--- src/rtl/pph_pkg.sv ---
package pph_pkg;
    // strobe setup, width and hold around the low pulse, in ns
    localparam int SETUP_NS = 500;
    localparam int STROBE_NS = 500;
    localparam int HOLD_NS = 500;
    localparam int INIT_NS = 2000;
    localparam int CLK_MHZ = 50;
    localparam int CLK_NS = 1000 / CLK_MHZ;
    localparam int SETUP_CYC = (SETUP_NS + CLK_NS - 1) / CLK_NS;
    localparam int STROBE_CYC = (STROBE_NS + CLK_NS - 1) / CLK_NS;
    localparam int HOLD_CYC = (HOLD_NS + CLK_NS - 1) / CLK_NS;
    localparam int INIT_CYC = (INIT_NS + CLK_NS - 1) / CLK_NS;
    localparam int CNT_W = 8;
    localparam logic [7:0] DATA_RST = 8'h00;
    // filtered pins after reset: {perror, fault_n, ack_n, select, busy}
    localparam logic [4:0] PIN_RST = 5'h0C;
    typedef enum logic [2:0] {
        PPH_IDLE, PPH_BUSYWAIT, PPH_SETUP, PPH_STROBE, PPH_HOLD, PPH_ACKWAIT, PPH_INIT
    } pph_state_t;
endpackage

--- src/rtl/pph_port.sv ---
`timescale 1ns/1ns
`default_nettype none
// How it works
// - forward bytes go out on the eight data lines.
// - busy high means not ready; no new byte starts until it falls.
// - select high is shown as on-line status.
// - a low pulse on ack marks the byte as done.
// - fault low is reported as a peripheral error.
// - a low pulse on init resets the link to idle.
// - strobe low latches the byte; data stays stable meanwhile.
// - select-in low selects the peripheral, high deselects it.
// - auto-feed level is settable by the system.
// - a direction output steers data pins and external buffer.
// - interrupt requests fire on handshake and fault events.
// - forward data goes through a two-word buffer; reverse data is sampled into a register.
module pph_port
    import pph_pkg::*;
(
    input wire logic mclk,
    input wire logic rst_n,
    input wire logic [7:0] tx_data,
    input wire logic tx_valid,
    output logic tx_ready,
    output logic [7:0] rx_data,
    input wire logic rx_sample,
    input wire logic dir_reverse,
    input wire logic select_cfg,
    input wire logic autofd_cfg,
    input wire logic init_req,
    output logic online,
    output logic error,
    output logic paper_err,
    output logic busy_stat,
    output logic irq_ack,
    output logic irq_fault,
    input wire logic [7:0] pd_in,
    output logic [7:0] pd_out,
    output logic pd_oe_n,
    output logic buf_dir,
    input wire logic busy_pin,
    input wire logic select_pin,
    input wire logic ack_n_pin,
    input wire logic fault_n_pin,
    input wire logic perror_pin,
    output logic strobe_n,
    output logic init_n,
    output logic select_in_n,
    output logic autofd_n
);
    // 3-stage synchronisers; stage 2 and 3 agreement accepts a change
    logic [4:0] s1_q, s2_q, s3_q, flt_q, flt_d;
    logic [7:0] d1_q, d2_q, d3_q, rx_q, rx_d;
    logic [7:0] pdo_q, pdo_d;
    logic busy_s, sel_s, ackn_s, fltn_s, perr_s, ackn_prev_q;
    logic ack_fall;
    logic ack_seen_q, ack_seen_d, ack_done;
    logic [7:0] bdata;
    logic bvalid, bready;
    pph_state_t st_q, st_d;
    logic [CNT_W-1:0] cnt_q, cnt_d;
    logic stb_q, stb_d, ini_q, ini_d, oen_q, oen_d, dir_q, dir_d;
    logic sel_q, afd_q, onl_q, err_q, per_q, bsy_q, ia_q, ia_d, if_q, if_d, fltn_prev_q;

    function automatic logic [CNT_W-1:0] cyc(input int n);
        cyc = CNT_W'(n - 1);
    endfunction

    always_comb begin
        flt_d = flt_q;
        for (int i = 0; i < 5; i++) begin
            if (s2_q[i] == s3_q[i]) begin
                flt_d[i] = s3_q[i];
            end
        end
    end
    assign busy_s = flt_q[0];
    assign sel_s = flt_q[1];
    assign ackn_s = flt_q[2];
    assign fltn_s = flt_q[3];
    assign perr_s = flt_q[4];
    assign ack_fall = ackn_prev_q && !ackn_s;
    // an ack that lands during strobe or hold counts once the hold is over
    assign ack_done = ack_fall || ack_seen_q;

    always_ff @(posedge mclk or negedge rst_n) begin
        if (!rst_n) begin
            s1_q <= PIN_RST;
            s2_q <= PIN_RST;
            s3_q <= PIN_RST;
            flt_q <= PIN_RST;
            ackn_prev_q <= 1'b1;
            fltn_prev_q <= 1'b1;
            d1_q <= DATA_RST;
            d2_q <= DATA_RST;
            d3_q <= DATA_RST;
        end else begin
            s1_q <= {perror_pin, fault_n_pin, ack_n_pin, select_pin, busy_pin};
            s2_q <= s1_q;
            s3_q <= s2_q;
            flt_q <= flt_d;
            ackn_prev_q <= ackn_s;
            fltn_prev_q <= fltn_s;
            d1_q <= pd_in;
            d2_q <= d1_q;
            d3_q <= d2_q;
        end
    end

    // buffer keeps a word when the port is stalled on busy or ack
    pph_buf2 u_buf (
        .mclk(mclk),
        .rst_n(rst_n),
        .in_data(tx_data),
        .in_valid(tx_valid),
        .in_ready(tx_ready),
        .out_data(bdata),
        .out_valid(bvalid),
        .out_ready(bready)
    );

    always_comb begin
        st_d = st_q;
        cnt_d = cnt_q;
        stb_d = 1'b1;
        ini_d = 1'b1;
        pdo_d = pdo_q;
        bready = 1'b0;
        ia_d = 1'b0;
        ack_seen_d = ack_seen_q;
        if_d = !fltn_s && fltn_prev_q;
        dir_d = dir_reverse;
        oen_d = dir_reverse;
        rx_d = rx_q;
        if (rx_sample && dir_q) begin
            rx_d = (d2_q == d3_q) ? d3_q : rx_q;
        end
        unique case (st_q)
            PPH_IDLE: begin
                if (init_req) begin
                    st_d = PPH_INIT;
                    cnt_d = cyc(INIT_CYC);
                end else if (bvalid && !dir_reverse && !dir_q) begin
                    bready = 1'b1;
                    pdo_d = bdata;
                    st_d = PPH_BUSYWAIT;
                end
            end
            PPH_BUSYWAIT: begin
                if (!busy_s) begin
                    st_d = PPH_SETUP;
                    cnt_d = cyc(SETUP_CYC);
                end
            end
            PPH_SETUP: begin
                if (cnt_q == '0) begin
                    st_d = PPH_STROBE;
                    cnt_d = cyc(STROBE_CYC);
                    stb_d = 1'b0;
                end else begin
                    cnt_d = cnt_q - 1'b1;
                end
            end
            PPH_STROBE: begin
                if (ack_fall) begin
                    ack_seen_d = 1'b1;
                end
                if (cnt_q == '0) begin
                    st_d = PPH_HOLD;
                    cnt_d = cyc(HOLD_CYC);
                end else begin
                    stb_d = 1'b0;
                    cnt_d = cnt_q - 1'b1;
                end
            end
            PPH_HOLD: begin
                if (ack_fall) begin
                    ack_seen_d = 1'b1;
                end
                if (cnt_q == '0) begin
                    st_d = PPH_ACKWAIT;
                end else begin
                    cnt_d = cnt_q - 1'b1;
                end
            end
            PPH_ACKWAIT: begin
                if (ack_done) begin
                    ia_d = 1'b1;
                    ack_seen_d = 1'b0;
                    st_d = PPH_IDLE;
                end else if (init_req) begin
                    st_d = PPH_INIT;
                    cnt_d = cyc(INIT_CYC);
                end
            end
            PPH_INIT: begin
                if (cnt_q == '0) begin
                    st_d = PPH_IDLE;
                end else begin
                    ini_d = 1'b0;
                    cnt_d = cnt_q - 1'b1;
                end
            end
        endcase
        if (st_q == PPH_IDLE && init_req) begin
            ini_d = 1'b0;
        end
        if (st_q == PPH_ACKWAIT && !ack_done && init_req) begin
            ini_d = 1'b0;
        end
    end

    always_ff @(posedge mclk or negedge rst_n) begin
        if (!rst_n) begin
            st_q <= PPH_IDLE;
            cnt_q <= '0;
            stb_q <= 1'b1;
            ini_q <= 1'b1;
            pdo_q <= DATA_RST;
            oen_q <= 1'b1;
            dir_q <= 1'b1;
            rx_q <= DATA_RST;
            ia_q <= 1'b0;
            if_q <= 1'b0;
            ack_seen_q <= 1'b0;
            sel_q <= 1'b1;
            afd_q <= 1'b1;
            onl_q <= 1'b0;
            err_q <= 1'b0;
            per_q <= 1'b0;
            bsy_q <= 1'b0;
        end else begin
            st_q <= st_d;
            cnt_q <= cnt_d;
            stb_q <= stb_d;
            ini_q <= ini_d;
            pdo_q <= pdo_d;
            oen_q <= oen_d;
            dir_q <= dir_d;
            rx_q <= rx_d;
            ia_q <= ia_d;
            if_q <= if_d;
            ack_seen_q <= ack_seen_d;
            sel_q <= !select_cfg;
            afd_q <= !autofd_cfg;
            onl_q <= sel_s;
            err_q <= !fltn_s;
            per_q <= perr_s;
            bsy_q <= busy_s;
        end
    end

    assign rx_data = rx_q;
    assign pd_out = pdo_q;
    assign pd_oe_n = oen_q;
    assign buf_dir = dir_q;
    assign strobe_n = stb_q;
    assign init_n = ini_q;
    assign select_in_n = sel_q;
    assign autofd_n = afd_q;
    assign online = onl_q;
    assign error = err_q;
    assign paper_err = per_q;
    assign busy_stat = bsy_q;
    assign irq_ack = ia_q;
    assign irq_fault = if_q;
endmodule // pph_port
`default_nettype wire

--- src/rtl/pph_buf2.sv ---
`timescale 1ns/1ns
`default_nettype none
module pph_buf2 (
    input wire logic mclk,
    input wire logic rst_n,
    input wire logic [7:0] in_data,
    input wire logic in_valid,
    output logic in_ready,
    output logic [7:0] out_data,
    output logic out_valid,
    input wire logic out_ready
);
    logic [7:0] m0_q, m0_d, m1_q, m1_d;
    logic [1:0] cnt_q, cnt_d;
    logic wr, rd;
    logic rdy_q, rdy_d;
    // ready comes from a flop so the port output is registered
    assign in_ready = rdy_q;
    assign out_valid = (cnt_q != 2'h0);
    assign out_data = m0_q;
    always_comb begin
        wr = in_valid && in_ready;
        rd = out_valid && out_ready;
        m0_d = m0_q;
        m1_d = m1_q;
        cnt_d = cnt_q;
        if (rd) begin
            m0_d = m1_q;
        end
        if (wr) begin
            if (cnt_q == 2'h0 || (cnt_q == 2'h1 && rd)) begin
                m0_d = in_data;
            end else begin
                m1_d = in_data;
            end
        end
        if (wr && !rd) begin
            cnt_d = cnt_q + 2'h1;
        end else if (rd && !wr) begin
            cnt_d = cnt_q - 2'h1;
        end
        rdy_d = (cnt_d != 2'h2);
    end
    always_ff @(posedge mclk or negedge rst_n) begin
        if (!rst_n) begin
            m0_q <= 8'h00;
            m1_q <= 8'h00;
            cnt_q <= 2'h0;
            rdy_q <= 1'b1;
        end else begin
            m0_q <= m0_d;
            m1_q <= m1_d;
            cnt_q <= cnt_d;
            rdy_q <= rdy_d;
        end
    end
endmodule // pph_buf2
`default_nettype wire

--- config.mk ---
export PLATFORM = sky130hd
export DESIGN_NAME = pph_port
export DESIGN_NICKNAME = d
export VERILOG_FILES = /design/src/rtl/pph_pkg.sv /design/src/rtl/pph_port.sv /design/src/rtl/pph_buf2.sv
export SDC_FILE = /design/constraint.sdc
export NUM_CORES = 1
export LEC_CHECK = 0
export BUFFER_PORTS_ARGS = -buffer_cell sky130_fd_sc_hd__buf_2
export CAP_MARGIN = 20
export CORE_AREA = 2 2 85 96
export CTS_BUF_LIST = sky130_fd_sc_hd__clkbuf_2
export CTS_CLUSTER_SIZE = 8
export DETAILED_ROUTE_END_ITERATION = 10
export DIE_AREA = 0 0 87 98
export PLACE_DENSITY = 0.75
export SYNTH_ARGS = -nofsm -noshare
export SYNTH_HDL_FRONTEND = slang
export SYNTH_SLANG_ARGS = --single-unit
--- constraint.sdc ---
create_clock -name mclk -period 4 [get_ports mclk]
set_input_delay 1 -clock mclk [delete_from_list [all_inputs] [get_ports mclk]]
set_output_delay 1 -clock mclk [all_outputs]
set_load 0.01 [all_outputs]
==> impl_metrics.env <==
export IMPL_status="finished, final reports clean"
export IMPL_nets=397
export IMPL_overflow=0
export IMPL_arrival_ns=2.92
export IMPL_min_path_type="flip-flop to flip-flop"
export IMPL_synth_distinct_cells=53
export IMPL_drt_pass1_iter_count=4
export IMPL_final_common_cell="dfrtp_1"
export IMPL_wl_per_cell_um=15.09
export IMPL_skew_ns=0.02867
export IMPL_pwr_share_seq=0.540
export IMPL_grt_pass1_wl_mm=11.79
export IMPL_antenna_cells=0
export IMPL_vias=2526
export IMPL_netlist_area_um2=4054
export IMPL_startpoint_type="flip-flop"
export IMPL_syn_to_final_growth_pct=11.88
export IMPL_p_leak_nw=2.093
export IMPL_dieArea_um2=8526
export IMPL_path_delay_family="compound AO/OA/AOI/OAI gates"
export IMPL_tightestPinTransition_ns=0.9223
export IMPL_pwr_share_clk=0.168
export IMPL_holdPathStages=0
export IMPL_ys_flop_type="dfrtp_1"
export IMPL_maxCapViolations=0
export IMPL_netlist_instances=305
export IMPL_fp_dieH_um=98
export IMPL_drc=0
export IMPL_power_density_nw_per_um2=612.4
export IMPL_ys_seq_area_frac=0.6469
export IMPL_path_clk_slew_ns=0.28
export IMPL_worstPathMaxFanout=19
export IMPL_switching_power_mw=0.9811
export IMPL_grt_usage=0.1769
export IMPL_p_sw_frac=0.3532
export IMPL_reg2reg_slack_ns=1.58
export IMPL_synth_edf_count=0
export IMPL_holdWs_ns=0.3762
export IMPL_drtIter0Drc=161
export IMPL_ys_ff_latch=104
export IMPL_fp_row_count=34
export IMPL_cts_tree="done"
export IMPL_routed_wl_mm=6.928
export IMPL_p_int_mw=1.797
export IMPL_cts_sinks=104
export IMPL_grt_pass1_vias=2456
export IMPL_cp_depth=5
export IMPL_root_buffer="clkbuf_2"
export IMPL_crit_slowest_cell="dfrtp_1"
export IMPL_syn_area_per_cell_um2=13.29
export IMPL_setup_viol=0
export IMPL_cp_num_buf_inv=0
export IMPL_antenna_left=0
export IMPL_postCtsResizedCells=0
export IMPL_cts_buffers_inserted=9
export IMPL_io_buffers=57
export IMPL_vias_per_cell=5.503
export IMPL_die_width_um=87
export IMPL_r2r_start="st_q[0]$_DFFE_PN0P_"
export IMPL_start_util=0.5324
export IMPL_r2r_cells=5
export IMPL_ys_async_sr_fraction=1.000
export IMPL_finalHoldViolCount=0
export IMPL_ys_warn_count=0
export IMPL_ioPinCount=58
export IMPL_core_um2=7615
export IMPL_worstPathRequired_ns=4.50
export IMPL_post_cts_buffers=0
export IMPL_htreeDepth=3
export IMPL_final_cells=459
export IMPL_clkLatencyLatePin_ns=0.58
export IMPL_dpl_hpwl_mm=4.744
export IMPL_end_kind="flip-flop"
export IMPL_crit_chain="or4_1 -> o21ai_0 -> a211oi_1 -> o21ai_0 -> a22o_1"
export IMPL_power_mw=2.778
export IMPL_final_cell_mix="88 x dfrtp_1, 56 x buf_2, 24 x mux2_2, 19 x nor2_1, 18 x nand2_1"
export IMPL_r2r_end="cnt_q[7]$_DFFE_PN0P_"
export IMPL_fillers=628
export IMPL_hp_start="s1_q[2]$_DFF_PN1_"
export IMPL_multiInputGateArea_um2=1346
export IMPL_cp_common_cell="o21ai_0"
export IMPL_setup_tns_ns=0
export IMPL_comb_power_share=0.293
export IMPL_place_gp_congestion=0.8741
export IMPL_dp_cells=443
export IMPL_holdPathEnd="s2_q[2]$_DFF_PN1_"
export IMPL_relSlewSlack=0.3829
export IMPL_period_share=0.6046
export IMPL_cts_hold_buf=0
export IMPL_antenna_found_initial=0
export IMPL_fmax_mhz=413.5
export IMPL_peakVddDrop_mv=0.3862
export IMPL_clock_path_buffers=2
export IMPL_max_stage_delay_ns=0.76
export IMPL_rsz0062_at_grt="no"
export IMPL_seq_area_um2=2623
export IMPL_min_period_ns=2.418
export IMPL_synth_nets=338
export IMPL_worstSetupPathType="flip-flop to flip-flop"
export IMPL_grt_max_degree=54
export IMPL_maxSlewViolCount=0
export IMPL_drive_above_1_share=0.3388
export IMPL_critPathLaunch="st_q[0]$_DFFE_PN0P_"
[registers in the layout, indices dropped and copies added, names as in the netlist, 2 cells and up]
| signal | cells |
|---|---|
| cnt_q | 8 |
| d1_q | 8 |
| d2_q | 8 |
| d3_q | 8 |
| pd_out | 8 |
| rx_data | 8 |
| u_buf.m1_q | 8 |
| u_buf.out_data | 8 |
| flt_q | 5 |
| s1_q | 5 |
| s2_q | 5 |
| s3_q | 5 |
| st_q | 3 |
| u_buf.cnt_q | 2 |
[cells by family after synthesis]
logic type / Yosys count / share of synthesized area
compound gates: 57 / 0.1012
xor+xnor: 11 / 0.02377
fa+ha+maj: 9 / 0.02469
buf+inv: 21 / 0.02315
flops: 104 / 0.6469
mux: 32 / 0.08642
simple gates: 71 / 0.09383
[Yosys cell counts, types with 2 or more instances]
cell / n / area (um2)
mux2_2: 24 / 270.3
buf_4: 3 / 22.52
nand2_1: 18 / 67.56
a21oi_1: 6 / 30.03
o21ai_0: 17 / 85.08
o2bb2ai_1: 2 / 17.52
maj3_1: 5 / 50.05
o31ai_1: 2 / 15.01
nor2b_1: 5 / 31.28
dfstp_2: 16 / 420.4
inv_1: 9 / 33.78
dfrtp_1: 88 / 2202
nor2_1: 19 / 71.32
xnor2_1: 3 / 26.28
xor2_1: 8 / 70.07
mux2i_1: 8 / 80.08
or4_1: 2 / 15.01
nor4_1: 2 / 12.51
o21a_1: 3 / 22.52
nand2b_1: 5 / 31.28
a21o_1: 3 / 22.52
buf_2: 3 / 15.01
a211oi_1: 5 / 37.54
o22a_1: 2 / 17.52
o22a_2: 4 / 40.04
clkbuf_1: 5 / 18.77
ha_1: 4 / 50.05
nor3_1: 9 / 45.04
[cell type report]
class | instances | area share
inverter | 9 | 0.007448
timing repair buffer | 60 | 0.06841
multi-input combinational | 180 | 0.2968
sequential | 104 | 0.5782
tap | 90 | 0.02483
clock inverter | 7 | 0.01434
clock buffer | 9 | 0.009931
[how the worst max path moves through the flow]
stage	end	slack (ns)
6_report	cnt_q[7]$_DFFE_PN0P_	1.58
5_1_grt	cnt_q[7]$_DFFE_PN0P_	1.39
4_1_cts	pd_oe_n	1.56
3_5_place_dp	cnt_q[7]$_DFFE_PN0P_	1.18
3_3_place_gp	cnt_q[7]$_DFFE_PN0P_	1.23
2_1_floorplan	pd_out[0]$_DFFE_PN0N_	1.50
[layer usage]
layer  up-vias  global-route usage  wire (um)
li1       1192                   -          -
met1      1256              0.2473       3074
met2        66              0.2625       3327
met3        12             0.04903        371
met4         0             0.07091        154
met5         -                   0          0
[stage by stage]
step	utilization	area, um2	setup WS (ns)
after CTS	0.5956	4536	1.557
after global placement	0.5812	4425	1.229
after global routing	0.5956	4536	1.393
final	0.5956	4536	1.582
after detailed placement	0.5812	4425	1.176
after floorplan	-	4054	1.497
[power groups by stage]
stage	Clock [mW]	Sequential (mW)	Combinational, mW
floorplan	0	1.47	0.619
global placement	0	1.51	0.786
detailed placement	0	1.52	0.812
CTS	0.480	1.50	0.816
global route	0.528	1.54	0.909
finish	0.466	1.50	0.813
Note: power is estimated with default switching activity, not from simulation.
